--- src/core/lnc_pkg.sv ---
// Purpose: shared constants of the LIN transceiver control block
// Assumes: 125 MHz ref_clk, APB register access
// Notes:   register offsets are byte addresses of 32-bit words
package lnc_pkg;
  // clock and timing
  localparam int unsigned CLK_MHZ        = 125;
  localparam int unsigned WAKE_DOM_US    = 70;
  localparam int unsigned TX_DOM_TOUT_US = 5000;
  // least times, so rounding up is exact here (integer MHz)
  localparam int unsigned WAKE_DOM_CYC   = WAKE_DOM_US * CLK_MHZ;
  localparam int unsigned TX_DOM_CYC     = TX_DOM_TOUT_US * CLK_MHZ;

  // register map
  localparam logic [7:0] OFF_CTRL    = 8'h00;
  localparam logic [7:0] OFF_STATUS  = 8'h04;
  localparam logic [7:0] OFF_IRQ_STA = 8'h08;
  localparam logic [7:0] OFF_IRQ_CLR = 8'h0c;
  localparam logic [7:0] OFF_IRQ_EN  = 8'h10;

  // control fields
  localparam int unsigned CTRL_MODE_LSB = 0;
  localparam int unsigned CTRL_RATE_LSB = 2;
  localparam int unsigned CTRL_WAKE_EN  = 4;
  localparam logic [1:0]  MODE_DISABLE  = 2'h0;
  localparam logic [1:0]  MODE_TXRX     = 2'h1;
  localparam logic [1:0]  MODE_SLEEP    = 2'h2;
  localparam logic [1:0]  RATE_20K      = 2'h0;
  localparam logic [1:0]  RATE_10K      = 2'h1;
  localparam logic [1:0]  RATE_FAST     = 2'h2;
  localparam logic [1:0]  MODE_RST      = MODE_DISABLE;
  localparam logic [1:0]  RATE_RST      = RATE_20K;
  localparam logic        WAKE_EN_RST   = 1'b0;

  // status fields
  localparam int unsigned ST_DOM_FAULT = 0;
  localparam int unsigned ST_UV        = 1;
  localparam int unsigned ST_OT        = 2;
  localparam int unsigned ST_RXD       = 3;
  localparam int unsigned ST_TXD       = 4;
  localparam int unsigned ST_MODE_LSB  = 5;

  // interrupt bits
  localparam int unsigned IRQ_W       = 4;
  localparam int unsigned IRQ_WAKE    = 0;
  localparam int unsigned IRQ_DOM     = 1;
  localparam int unsigned IRQ_UV      = 2;
  localparam int unsigned IRQ_OT      = 3;
  localparam logic [3:0]  IRQ_EN_RST  = 4'h0;

  typedef enum logic [2:0] {
    W_IDLE = 3'b001,
    W_DOM  = 3'b010,
    W_LONG = 3'b100
  } lnc_wake_state_t;
endpackage : lnc_pkg

--- src/core/lnc_dom_timer.sv ---
// Purpose: continuous-low timer for the transmit input
// Assumes: run drops for at least one cycle between low periods
// Notes:   expired holds until run falls
`timescale 1ns/1ps
`default_nettype none
module lnc_dom_timer
  import lnc_pkg::*;
#(
  parameter int unsigned LIMIT = TX_DOM_CYC
) (
  input  wire logic ref_clk,
  input  wire logic srst,
  input  wire logic run,
  output logic      expired
);
  logic [31:0] cnt_q;

  // restart on every release so only one low period counts
  always_ff @(posedge ref_clk) begin
    if (srst || !run) begin
      cnt_q <= 32'h0;
    end else if (cnt_q != LIMIT) begin
      cnt_q <= cnt_q + 32'h1;
    end
  end

  assign expired = run && (cnt_q == LIMIT);
endmodule : lnc_dom_timer
`default_nettype wire

--- src/core/lnc_wake_det.sv ---
// Purpose: bus wake-up detector used while the link sleeps
// Assumes: busLevel high means recessive
// Notes:   dominant must outlast LIMIT cycles before the release counts
`timescale 1ns/1ps
`default_nettype none
module lnc_wake_det
  import lnc_pkg::*;
#(
  parameter int unsigned LIMIT = WAKE_DOM_CYC
) (
  input  wire logic ref_clk,
  input  wire logic srst,
  input  wire logic enable,
  input  wire logic busLevel,
  output logic      wakePulse
);
  lnc_wake_state_t state_q;
  logic [31:0]     cnt_q;
  logic            prevBus_q;

  always_ff @(posedge ref_clk) begin
    if (srst) begin
      prevBus_q <= 1'b1;
    end else begin
      prevBus_q <= busLevel;
    end
  end

  // falling edge, long dominant, rising edge, strictly in order
  always_ff @(posedge ref_clk) begin
    if (srst || !enable) begin
      state_q   <= W_IDLE;
      cnt_q     <= 32'h0;
      wakePulse <= 1'b0;
    end else begin
      wakePulse <= 1'b0;
      unique case (state_q)
        W_IDLE: begin
          // the first dominant sample already counts toward the limit
          if (prevBus_q && !busLevel) begin
            state_q <= W_DOM;
            cnt_q   <= 32'h1;
          end else begin
            cnt_q <= 32'h0;
          end
        end
        W_DOM: begin
          if (busLevel) begin
            state_q <= W_IDLE;
          end else if (cnt_q == LIMIT) begin
            state_q <= W_LONG;
          end else begin
            cnt_q <= cnt_q + 32'h1;
          end
        end
        W_LONG: begin
          if (busLevel) begin
            state_q   <= W_IDLE;
            wakePulse <= 1'b1;
          end
        end
      endcase
    end
  end
endmodule : lnc_wake_det
`default_nettype wire

--- src/core/lnc_lin_ctl.sv ---
// Purpose: control logic of a single-wire LIN physical interface
// Assumes: all inputs synchronous to ref_clk; APB slave, zero wait
// Notes:   analog slew and pull-ups are steered by the outputs below
//
// How it works
// supply undervoltage forces transmitter recessive
// link active only in chip Normal mode
// software selects 20k, 10k or fast rate
// overtemperature disables transmitter and receiver
// low transmit input drives bus dominant
// long low input forces recessive, flags fault
// receive output mirrors bus level
// transmit-receive command ignored while input low
// sleep disables transmit, keeps bus watched
// sleep swaps strong pull-up for weak one
// wake needs fall, long dominant, rise
// wake notifies, interrupts or restarts regulator
// wake detection enabled by software
// timeout restarts whenever input returns high
//
// The register addresses and the APB interface to the registers were decided locally.
`timescale 1ns/1ps
`default_nettype none
module lnc_lin_ctl
  import lnc_pkg::*;
#(
  parameter int unsigned TX_DOM_LIMIT = TX_DOM_CYC,
  parameter int unsigned WAKE_LIMIT   = WAKE_DOM_CYC
) (
  input  wire logic        ref_clk,
  input  wire logic        srst,
  // apb
  input  wire logic        psel,
  input  wire logic        penable,
  input  wire logic        pwrite,
  input  wire logic [7:0]  paddr,
  input  wire logic [31:0] pwdata,
  output logic             pready,
  output logic [31:0]      prdata,
  output logic             pslverr,
  // microcontroller side
  input  wire logic        txd,
  output logic             rxd,
  // bus side
  input  wire logic        linLevel,
  output logic             linDrvOn,
  output logic [1:0]       rateSel,
  output logic             pullupStrong,
  output logic             pullupWeak,
  // chip state and monitors
  input  wire logic        chipNormal,
  input  wire logic        lowPowerRegOn,
  input  wire logic        lowPowerRegOff,
  input  wire logic        linSupplyLow,
  input  wire logic        overTemp,
  output logic             wakeNotify,
  output logic             wakeIrq,
  output logic             regRestart,
  output logic             irq
);
  ////////////////////////////////////////////////////////////////////////////
  // register state
  logic [1:0]         mode_q;
  logic [1:0]         rate_q;
  logic               wakeEn_q;
  logic [IRQ_W-1:0]   irqSta_q;
  logic [IRQ_W-1:0]   irqSta_d;
  logic [IRQ_W-1:0]   irqEn_q;
  logic               domFault;
  logic               wakePulse;
  logic               domFault_q;
  logic               uv_q;
  logic               ot_q;
  logic               linActive;
  logic               txEnable;
  logic               rxEnable;

  function automatic logic mapped(input logic [7:0] a);
    mapped = (a == OFF_CTRL) || (a == OFF_STATUS) || (a == OFF_IRQ_STA)
          || (a == OFF_IRQ_CLR) || (a == OFF_IRQ_EN);
  endfunction : mapped

  logic setup;
  logic access;
  logic wrCtrl;
  logic [1:0] wrMode;
  assign setup  = psel && !penable;
  assign access = psel && penable;
  assign wrCtrl = access && pwrite && paddr == OFF_CTRL;
  assign wrMode = pwdata[CTRL_MODE_LSB +: 2];

  ////////////////////////////////////////////////////////////////////////////
  // apb slave: one access cycle, read data captured in setup
  assign pready  = 1'b1;
  assign pslverr = access && !mapped(paddr);

  always_ff @(posedge ref_clk) begin
    if (srst) begin
      prdata <= 32'h0;
    end else if (setup && !pwrite) begin
      unique case (paddr)
        OFF_CTRL: begin
          prdata <= {27'h0, wakeEn_q, rate_q, mode_q};
        end
        OFF_STATUS: begin
          prdata <= {25'h0, mode_q, txd, rxd, ot_q, uv_q, domFault_q};
        end
        OFF_IRQ_STA: begin
          prdata <= {28'h0, irqSta_q};
        end
        OFF_IRQ_EN: begin
          prdata <= {28'h0, irqEn_q};
        end
        default: begin
          prdata <= 32'h0;
        end
      endcase
    end
  end

  ////////////////////////////////////////////////////////////////////////////
  // control register
  // reserved mode code is dropped rather than stored
  always_ff @(posedge ref_clk) begin
    if (srst) begin
      mode_q <= MODE_RST;
    end else if (wrCtrl) begin
      if (wrMode == MODE_TXRX) begin
        if (txd) begin
          mode_q <= MODE_TXRX;
        end
      end else if (wrMode != 2'h3) begin
        mode_q <= wrMode;
      end
    end
  end

  // a refused transmit-receive write still takes rate and wake bits
  always_ff @(posedge ref_clk) begin
    if (srst) begin
      rate_q   <= RATE_RST;
      wakeEn_q <= WAKE_EN_RST;
    end else if (wrCtrl) begin
      rate_q   <= pwdata[CTRL_RATE_LSB +: 2];
      wakeEn_q <= pwdata[CTRL_WAKE_EN];
    end
  end

  always_ff @(posedge ref_clk) begin
    if (srst) begin
      irqEn_q <= IRQ_EN_RST;
    end else if (access && pwrite && paddr == OFF_IRQ_EN) begin
      irqEn_q <= pwdata[IRQ_W-1:0];
    end
  end

  ////////////////////////////////////////////////////////////////////////////
  // transmit and receive paths
  // fast rate gets no special handling here, the slew stage owns it
  assign linActive = chipNormal && mode_q == MODE_TXRX;
  assign rxEnable  = linActive && !overTemp;
  assign txEnable  = rxEnable && !linSupplyLow && !domFault;

  // timer runs only while the link may drive, so sleep never trips it
  lnc_dom_timer #(
    .LIMIT   (TX_DOM_LIMIT)
  ) u_dom_timer (
    .ref_clk (ref_clk),
    .srst    (srst),
    .run     (linActive && !txd),
    .expired (domFault)
  );

  always_ff @(posedge ref_clk) begin
    if (srst) begin
      linDrvOn <= 1'b0;
      rxd      <= 1'b1;
    end else begin
      linDrvOn <= txEnable && !txd;
      rxd      <= rxEnable ? linLevel : 1'b1;
    end
  end

  always_ff @(posedge ref_clk) begin
    if (srst) begin
      rateSel      <= RATE_RST;
      pullupStrong <= 1'b1;
      pullupWeak   <= 1'b0;
    end else begin
      rateSel      <= rate_q;
      pullupStrong <= mode_q != MODE_SLEEP;
      pullupWeak   <= mode_q == MODE_SLEEP;
    end
  end

  // status copies lag one cycle; edge events are taken against them
  always_ff @(posedge ref_clk) begin
    if (srst) begin
      domFault_q <= 1'b0;
      uv_q       <= 1'b0;
      ot_q       <= 1'b0;
    end else begin
      domFault_q <= domFault;
      uv_q       <= linSupplyLow;
      ot_q       <= overTemp;
    end
  end

  ////////////////////////////////////////////////////////////////////////////
  // wake-up
  lnc_wake_det #(
    .LIMIT     (WAKE_LIMIT)
  ) u_wake_det (
    .ref_clk   (ref_clk),
    .srst      (srst),
    .enable    (wakeEn_q && mode_q == MODE_SLEEP),
    .busLevel  (linLevel),
    .wakePulse (wakePulse)
  );

  always_ff @(posedge ref_clk) begin
    if (srst) begin
      wakeNotify <= 1'b0;
      wakeIrq    <= 1'b0;
      regRestart <= 1'b0;
    end else begin
      wakeNotify <= wakePulse;
      wakeIrq    <= wakePulse && lowPowerRegOn;
      regRestart <= wakePulse && lowPowerRegOff;
    end
  end

  ////////////////////////////////////////////////////////////////////////////
  // interrupts: set wins over a same-cycle clear
  logic [IRQ_W-1:0] irqEvt;
  logic [IRQ_W-1:0] irqClr;
  always_comb begin
    irqEvt           = '0;
    irqEvt[IRQ_WAKE] = wakePulse;
    irqEvt[IRQ_DOM]  = domFault && !domFault_q;
    irqEvt[IRQ_UV]   = linSupplyLow && !uv_q;
    irqEvt[IRQ_OT]   = overTemp && !ot_q;
    irqClr = '0;
    if (access && pwrite && paddr == OFF_IRQ_CLR) begin
      irqClr = pwdata[IRQ_W-1:0];
    end
    irqSta_d = (irqSta_q & ~irqClr) | irqEvt;
  end

  always_ff @(posedge ref_clk) begin
    if (srst) begin
      irqSta_q <= '0;
      irq      <= 1'b0;
    end else begin
      irqSta_q <= irqSta_d;
      irq      <= |(irqSta_d & irqEn_q);
    end
  end
endmodule : lnc_lin_ctl
`default_nettype wire

--- config.mk ---
export PLATFORM = sky130hd
export DESIGN_NAME = lnc_lin_ctl
export DESIGN_NICKNAME = d
export VERILOG_FILES = /design/src/core/lnc_pkg.sv /design/src/core/lnc_dom_timer.sv /design/src/core/lnc_wake_det.sv /design/src/core/lnc_lin_ctl.sv
export SDC_FILE = /design/constraint.sdc
export NUM_CORES = 1
export LEC_CHECK = 0
export ABC_AREA = 1
export BUFFER_PORTS_ARGS = -buffer_cell sky130_fd_sc_hd__buf_4
export CAP_MARGIN = 25
export CORE_ASPECT_RATIO = 1.4
export CORE_MARGIN = 2
export CORE_UTILIZATION = 25
export DETAILED_ROUTE_END_ITERATION = 16
export GPL_TIMING_DRIVEN = 0
export MAX_ROUTING_LAYER = met4
export SYNTH_ARGS = -nofsm -noshare
export SYNTH_HDL_FRONTEND = slang
export SYNTH_HIERARCHICAL = 1
export SYNTH_SLANG_ARGS = --single-unit
--- constraint.sdc ---
create_clock -name ref_clk -period 3.3 [get_ports ref_clk]
set_input_delay 0.33 -clock ref_clk [delete_from_list [all_inputs] [get_ports ref_clk]]
set_output_delay 0.33 -clock ref_clk [all_outputs]
set_load 0.02 [all_outputs]
Yosys cells after proc, flatten, opt, wreduce, memory -nomap -nowiden
Cells that the tools add are included.
{"block": "totals", "latch_bits": 0, "reg_bits": 127, "input_bits": 52, "word_cells": 117, "romBits": 0, "ramBits": 0, "n_memories": 0, "out_inout_bits": 44}
{"block": "op_classes", "n_mux": 15, "n_eq_ne": 21, "bitwise_logic": 6, "n_mul": 0, "add_sub_neg": 2, "order_cmp": 0, "reduce_logical": 50, "n_shift": 0, "div_mod_pow": 0}
{"cell": "$add A32 B1 Y32 const B", "n": 2}
{"cell": "$mux W32", "n": 2}
{"cell": "$pmux W32 S2", "n": 1}
{"cell": "$eq A32 B14 Y1 const B", "n": 1}
{"cell": "$eq A32 B20 Y1 const B", "n": 1}
{"cell": "$ne A32 B20 Y1 const B", "n": 1}
{"cell": "$pmux W7 S4", "n": 1}
{"cell": "$logic_and A1 B1 Y1", "n": 22}
{"cell": "$eq A8 B4 Y1 const B", "n": 2}
{"cell": "$logic_not A1 Y1", "n": 13}
{"cell": "$mux W3", "n": 4}
{"cell": "$ne A2 B2 Y1 const B", "n": 6}
{"cell": "$pmux W3 S3", "n": 1}
{"cell": "$reduce_and A3 Y1", "n": 3}
{"cell": "$and A4 B4 Y4", "n": 2}
{"cell": "$eq A8 B3 Y1 const B", "n": 1}
{"cell": "$eq A8 B5 Y1 const B", "n": 1}
{"cell": "$logic_not A8 Y1", "n": 1}
{"cell": "$logic_or A1 B1 Y1", "n": 6}
{"cell": "$mux W2", "n": 3}
{"cell": "$eq A2 B1 Y1 const B", "n": 2}
{"cell": "$mux W4", "n": 1}
{"cell": "$not A4 Y4", "n": 1}
{"cell": "$or A4 B4 Y4", "n": 1}
{"cell": "11 further kinds", "n": 15}

Depth between registers and ports, before layout
Gate-level depths: netlist of run 1.
{"block": "depth", "ltp_word": 9, "ltp_mapped": 15, "depth_no_buf": 14}

Cells and area by module
Netlist of run 1, hierarchy kept.
{"module": "lnc_wake_det", "seq_area_each_um2": 740.7, "cells_per_inst": 434, "area_each_um2": 2493.6, "instances": 1}
{"module": "lnc_dom_timer", "seq_area_each_um2": 640.6, "cells_per_inst": 381, "area_each_um2": 2280.9, "instances": 1}
{"module": "lnc_lin_ctl", "seq_area_each_um2": 660.6, "cells_per_inst": 230, "area_each_um2": 1659.1, "instances": 1}

Least setup slack after synthesis of run 1
OpenSTA, ideal clock, no wires.
{"block": "synth_timing", "path_type": "input to output", "start": "input paddr[7]", "end": "output pslverr", "cell_stages": 6, "required_ns": 2.970, "path_buffers": 0, "slack_ns": 1.678, "t_arrival_ns": 1.292, "cell_sequence": "nor2_1 > nand2_1 > inv_2 > nand2_4 > nand4_1 > nor3_1"}
{"block": "synth_between", "elab_chain_cells": 7, "elab_cells_between_ends": 11, "cone_classes": "eq/ne: 4; reduce/logical: 7"}
{"element": "from (decl)", "line_no": "lnc_lin_ctl.sv:36", "source": "input wire logic [7:0] paddr,"}
{"element": "$eq A8 B3 Y1 / $logic_not A8 Y1 (equally long branches)", "line_no": "lnc_lin_ctl.sv:79", "source": "mapped = (a == OFF_CTRL) || (a == OFF_STATUS) || (a == OFF_IRQ_STA)"}
{"element": "$logic_or A1 B1 Y1 (2 in series)", "line_no": "lnc_lin_ctl.sv:79"}
{"element": "$logic_or A1 B1 Y1", "line_no": "lnc_lin_ctl.sv:80", "source": "|| (a == OFF_IRQ_CLR) || (a == OFF_IRQ_EN);"}
{"element": "$logic_or A1 B1 Y1 (*)", "line_no": "lnc_lin_ctl.sv:80"}
{"element": "$logic_not A1 Y1 (*)", "line_no": "lnc_lin_ctl.sv:95", "source": "assign pslverr = access && !mapped(paddr);"}
{"element": "$logic_and A1 B1 Y1 (*)", "line_no": "lnc_lin_ctl.sv:95"}
{"element": "to (decl)", "line_no": "lnc_lin_ctl.sv:40", "source": "output logic pslverr,"}
Mark *: on every way between the ends. The rest lies on a longest branch, timed or not.

Worst setup path after layout of run 1
{"block": "layout_timing", "start": "register mode_q[0]", "end": "register u_dom_timer.cnt_q[11]"}
{"block": "layout_between", "elab_chain_cells": 5}
{"element": "from (decl)", "line_no": "lnc_lin_ctl.sv:63", "source": "logic [1:0] mode_q;"}
{"element": "from (signal assigned)", "line_no": "lnc_lin_ctl.sv:133", "source": "mode_q <= wrMode;"}
{"element": "$eq A2 B1 Y1", "line_no": "lnc_lin_ctl.sv:160", "source": "assign linActive = chipNormal && mode_q == MODE_TXRX;"}
{"element": "$logic_and A1 B1 Y1", "line_no": "lnc_lin_ctl.sv:160"}
{"element": "$logic_and A1 B1 Y1", "line_no": "lnc_lin_ctl.sv:170", "source": ".run (linActive && !txd),"}
{"element": "$logic_not A1 Y1", "line_no": "lnc_dom_timer.sv:20", "source": "if (srst || !run) begin"}
{"element": "$logic_or A1 B1 Y1", "line_no": "lnc_dom_timer.sv:20"}
{"element": "to (signal assigned)", "line_no": "lnc_dom_timer.sv:23", "source": "cnt_q <= cnt_q + 32'h1;"}
{"element": "to (decl)", "line_no": "lnc_dom_timer.sv:16", "source": "logic [31:0] cnt_q;"}
No other way between the ends.
A chain may end at the register's enable or synchronous reset.

==> summary.txt, run 1 <==
Status
  – Status: finished clean

Global route
  – First-pass GRT wire length: around 29000 microns
  – GR Util All Layers: 0.134
  – Initial antenna violation count: 0
  – Largest net degree at the start of global routing: 20
  – Vias in the first global route: ~6.0k
  – GR Overflow Total: 0

Yosys
  – Synth area leaders: dfxtp_1 32%, nand2_1 17%, nor2_1 12%
  – Top cells by count, synth: 289 x nand2_1, 209 x nor2_1, 117 x inv_1
  – Mapped Cells: 1045
  – Fraction of post-synthesis cell area in the top cell type by area: 0.317
  – Distinct cells, synth: 37
  – Syn avg cell area: between 6 and 7 sq um
  – Synth async-reset ratio: 0
  – Main synth FF type: dfxtp_1
  – Seq/Total Area, Yosys: 0.317
  – Yosys top cell by area: dfxtp_1
  – Most numerous cell in the Yosys netlist: nand2_1
  – Flops & latches, synth: 102
  – Synth warnings: 6
  – Mapped Area: 6430 sq um
  – Post-synth EDFFs: 0

CTS
  – Buffers inserted by post-CTS timing repair: 0
  – Clock sink count: ~100
  – Worst-path clk slew: 0.07 ns
  – CTS resizes: 0
  – CTS Buf Count: 9
  – CTS hold repair buffers: 0
  – Worst-Skew Late Latency: approximately 0.36 ns
  – H-tree depth: 3
  – CTS tree: built
  – Clk root buf: clkbuf_16
  – Max Root-Sink Buffers: 2

Floorplanning
  – Initial Util: 0.253
  – Die width: approximately 140 microns
  – Placement row count: about 70
  – Chip height: a little under 200 microns
  – Top-level I/O count: 96
  – Die area: ~27000 sq um
  – Placeable Area: ~25000 sq um

Timing
  – Worst Clk Skew: ~0.014 ns
  – Setup TNS: 0 ns
  – Slew Limit Fails: 0
  – Max-slew headroom: 0.452
  – Fin. Hold Viols: 0
  – Period utilization: 0.689
  – Max Freq: about 440 MHz
  – Slew @ Worst Pin: slightly above 0.8 ns
  – Setup Viol. Count Final: 0
  – Final min period: 2.27 ns
  – RSZ-0062 raised after global routing: false

Run
  – Maxcap violations: 0

Setup path
  – Crit path kind: flop to flop
  – Setup crit start kind: flop
  – WP data arrival: 2.55 ns
  – Crit path from: mode_q[0]
  – R2R cell count: 7
  – Worst Path Required: approximately 3.6 ns
  – Worst reg-to-reg setup slack: 1.03 ns
  – FF-to-FF End: u_dom_timer/cnt_q[11]
  – Critical path peak fanout: 10
  – R2R Path Start: mode_q[0]
  – Crit path capture: u_dom_timer/cnt_q[11]
  – Crit end category: flop

Drt
  – Routed Antenna Nets: 0
  – Drt initial violations: about 320
  – Detailed Routing Iterations Pass 1: 5
  – Routed WL: 17600 microns
  – DRC Markers: 0
  – Average wire per standard cell: 12.2 microns
  – Vias: 6381
  – Vias per cell: 4.41

Final layout
  – Fill cell count: 2834
  – ANT cells: 0
  – Nets: 1178
  – Share of layout cells above drive strength 1: 0.148
  – Area delta synth->final: 17.4%

Worst hold path
  – Hold Crit Class: input pin to flop

Pwr
  – Final Power: ~2500 uW
  – LEAKAGE: around 0.0030 uW
  – PwrDens: approximately 330 nW/um^2
  – VDD IR max: between 0.2 and 0.3 mV

Place
  – Final GP Congestion: approximately 0.9
  – Port bufs: 42
  – HPWL Detailed: approximately 14000 microns
-- worst min-delay path by stage --
| stage | startpoint | endpoint | slack, ns | cells after the start |
|---|---|---|---|---|
| after global placement | u_wake_det/wakePulse | regRestart | 0.44 | 2 |
| after global routing | txd | linDrvOn | 0.16 | 2 |
| after floorplan | txd | linDrvOn | 0.41 | 1 |
| after detailed placement | u_wake_det/wakePulse | wakeIrq | 0.45 | 2 |
| after CTS | txd | linDrvOn | 0.16 | 2 |
| final | txd | linDrvOn | 0.17 | 2 |
-- where the power goes --
| group | internal, uW | switching (uW) | total (uW) |
|---|---|---|---|
| Clock | 607 | 538 | 1140 |
| Combinational | 52.2 | 74.7 | 127 |
| Sequential | 1230 | 2.81 | 1240 |
-- critical path: stages (launching register included) --
cell and delay (ns):
dfxtp_1 0.35, inv_1 0.09, nor4_1 0.31, inv_1 0.10, nor2_1 0.43, inv_1 0.28
clkbuf_1 0.40, a21oi_1 0.23
-- state kept, by name (all words and copies together) (netlist names), 2 cells and up --
register and flops:
irqEn_q 4, irqSta_q 4, mode_q 2, prdata 7
rateSel 2, rate_q 2, u_dom_timer/cnt_q 32, u_wake_det/cnt_q 32
u_wake_det/state_q 3
-- kinds of logic after synthesis --
family	Yosys count	share of synthesized area
other	2	0.00117
adder cells (fa/ha/maj)	4	0.00778
AND/OR/NAND/NOR	661	0.462
flip-flops	102	0.317
buffers and inverters	173	0.124
XOR/XNOR	8	0.0109
AO/OA/AOI/OAI	95	0.0766
-- cell type report --
class	instances	area, sq um	area share
Inverter	132	498	0.0659
Sequential cell	102	2040	0.270
Timing Repair Buffer	42	315	0.0417
Clock inverter	7	91.3	0.0121
Tap cell	319	399	0.0528
Clock buffer	9	225	0.0298
Buffer	41	299	0.0396
Multi-Input combinational cell	794	3680	0.488
-- placed cells by master (no fill, tap or decap), drive strengths merged --
cell type  instances
nor3              14
conb              26
o211ai             1
dfxtp            102
xor2               8
clkbuf            15
inv              131
clkinv             6
nand2            307
and3               1
ha                 4
clkinvlp           1
o22ai              1
nor2             241
bufinv             1
nand3             74
a21oi             59
o21ai             33
a211oi             1
nand4             18
nor4               2
or2                4
buf               77
-- per-stage QoR --
stage	area, sq um	utilization	hold WS (ns)	setup WS (ns)	cells
after floorplan	6520	-	0.407	1.68	1069
after detailed placement	7240	0.285	0.453	0.912	1430
after CTS	7550	0.298	0.159	0.963	1446
after global placement	7240	0.285	0.442	0.876	1430
after global routing	7550	0.298	0.163	0.727	1446
final	7550	0.298	0.175	1.03	1446
-- routing by layer --
layer,global-route usage,vias to the layer above,share of wire
met3,0.0180,40,0.029
met1,0.137,2863,0.39
met4,0.0615,0,0.040
li1,-,3350,-
met2,0.251,128,0.54
met5,-,-,0
Power figures use the tool's default switching activity.
==> run 2, diff against run 1 <==
clock period = 2 ns   (was 3.3 ns; I/O delays follow)
==> run 2 against run 1 <==
Maximum frequency rose by 24%. Sequential share of layout area down 0.12 points. Highest routed layer unchanged. Utilization grew 0.19 points. Sequential power grew 65%. Power increased by 65%.
==> summary.txt, run 2 (synthesis results as in run 1) <==
Place
  – HPWL Detailed: 14000 microns
  – Port bufs: 42
  – Final GP Congestion: 0.904
  – DP Area: about 7200 sq um

Timing
  – Slew @ Worst Pin: roughly 0.55 ns
  – Setup TNS: 0 ns
  – Setup Viol. Count Final: 0
  – Period utilization: 0.921
  – Worst Clk Skew: about 0.014 ns
  – Slew Limit Fails: 0
  – Max-slew headroom: 0.633
  – Max Freq: around 540 MHz
  – Fin Hold WS: 0.0444 ns
  – Fin. Hold Viols: 0
  – Final min period: around 1.8 ns
  – RSZ-0062 raised after global routing: true

CTS
  – Worst-path clk slew: around 0.08 ns
  – H-tree depth: 3
  – CTS Buf Count: 9
  – CTS tree: built
  – Clock sink count: roughly 100
  – Max Root-Sink Buffers: 2
  – CTS hold repair buffers: 0
  – Worst-Skew Late Latency: around 0.36 ns
  – Clk root buf: clkbuf_16

Setup path
  – Crit-path cells: ha_1 -> nand3_1 -> inv_1 -> nand2_2 -> nor2_2 -> nand3_2 -> clkinv_1 -> nand2_1 -> nor2_1 -> nor2_1 -> nor2_1
  – Top cell by count, worst path: nor2_1
  – Setup crit start kind: flop
  – Max incr delay on CP: approximately 0.38 ns
  – Crit end category: flop
  – Slowest cell on the critical path: dfxtp_1
  – Crit path kind: flop to flop
  – Worst Path Required: around 2.3 ns
  – Critical path peak fanout: 4
  – Worst reg-to-reg setup slack: approximately 0.16 ns
  – WP data arrival: 2.14 ns
  – R2R Path Start: u_wake_det/cnt_q[1]
  – FF-to-FF End: u_wake_det/cnt_q[30]
  – R2R cell count: 11

Drt
  – Detailed Routing Iterations Pass 1: 4
  – Drt initial violations: 303
  – DRC Markers: 0
  – Routed WL: between 15000 and 20000 microns
  – Vias per cell: between 4 and 5
  – Routed Antenna Nets: 0
  – Average wire per standard cell: 12.1 microns
  – Vias: ~6.4k

Pwr
  – VDD IR max: between 0.4 and 0.5 mV
  – PwrDens: roughly 540 nW/um^2
  – Clk pwr share: 0.457
  – LEAKAGE: approximately 0.0030 uW
  – Final Power: approximately 4100 uW
  – Power Internal: 3120 uW
  – Gate power share: 0.051
  – Sequential Power Share: 0.493
  – NetSw: 1020 uW
  – Net Sw Frac: 0.246

Final layout
  – Commonest non-fill, non-tap cell in the layout: nand2_1
  – Final instance area: roughly 7600 sq um
  – ANT cells: 0
  – Final core occ: 0.300
  – Area delta synth->final: 18.2%
  – Nets: ~1.2k
  – Top flop regs: u_dom_timer/cnt_q: 32 flops, u_wake_det/cnt_q: 32 flops, prdata: 7 flops
  – Share of layout cells above drive strength 1: 0.159
  – Commonest cells after routing, fill and taps aside: 289 x nand2_1, 206 x nor2_1, 116 x inv_1

Floorplanning
  – Placeable Area: 25400 sq um
  – Top-level I/O count: 96
  – Die width: between 100 and 150 microns
  – Chip height: around 190 microns
  – Placement row count: 69
  – Die area: about 27000 sq um
  – Initial Util: 0.253

Global route
  – First-pass GRT wire length: roughly 29000 microns
  – Largest net degree at the start of global routing: 20
  – Vias in the first global route: 6028
  – Initial antenna violation count: 0
  – GR Util All Layers: 0.134
  – GR Overflow Total: 0

Worst hold path
  – Depth of the worst hold-timing path: 2
  – Min-Delay Endpoint: linDrvOn
  – Hold Crit Class: input pin to flop
  – Worst Hold Launch: txd

Run
  – Maxcap violations: 0

Status
  – Status: finished clean
[run 2: cell count changes in the layout (fill, tap and decap cells not counted), moves of 2 or more]
cell / previous run / this run
nor2_1: 209 / 206
nor2_2: 14 / 16
clkbuf_1: 6 / 4
buf_4: 70 / 73
dfxtp_2: 0 / 3
dfxtp_1: 102 / 99
[run 2: through the flow]
step	std cells	setup slack, ns
2_1_floorplan	1069	0.461
3_3_place_gp	1430	-0.364
3_5_place_dp	1430	-0.326
4_1_cts	1445	0.0643
5_1_grt	1448	-0.0610
6_report	1448	0.159
[run 2: layout make-up]
class                      instances  area (sq um)
inverter                         132           502
multi-input combinational        794          3700
sequential                       102          2050
fill                            2833         17800
buffer                            40           303
timing repair buffer              45           338
clock buffer                       9           225
clock inverter                     7          91.3
tap                              319           399
[run 2: per-layer routing]
layer / vias to the layer above / global-route usage / wire (microns)
met5: - / - / 0
met4: 0 / 0.0574 / 635
met3: 37 / 0.0178 / 541
met2: 119 / 0.252 / 9540
met1: 2854 / 0.137 / 6810
li1: 3361 / - / -
[run 2: power by group through the flow]
stage	Sequential [uW]	Combinational (uW)	Clock, uW
floorplan	2090	136	0
global placement	2090	207	0
detailed placement	2090	208	0
CTS	2040	209	1960
global route	2040	226	2040
finish	2040	209	1890
[run 2: repair_timing]
item | 4_1_cts | 5_1_grt
resized for setup | 3 | 11
setup endpoints to repair | 20 | 33
setup buffers | 0 | 3
pin swaps | 0 | 1
endpoints found under the hold margin | 0 | 0
[run 2: critical path, delay by kind of cell, from the launching register on]
family	cells	cell delay [ns]
adder cells (fa/ha/maj)	1	0.27
buffers and inverters	2	0.26
flip-flops	1	0.38
AND/OR/NAND/NOR	8	0.89
[run 2: worst max path at each step]
stage	depth (start not counted)	start	to
floorplan	8	mode_q[0]	u_wake_det/cnt_q[20]
global placement	7	mode_q[0]	u_dom_timer/cnt_q[13]
finish	11	u_wake_det/cnt_q[1]	u_wake_det/cnt_q[30]
detailed placement	7	mode_q[0]	u_dom_timer/cnt_q[11]
CTS	8	mode_q[0]	u_wake_det/cnt_q[30]
global route	12	u_wake_det/cnt_q[0]	u_wake_det/cnt_q[24]
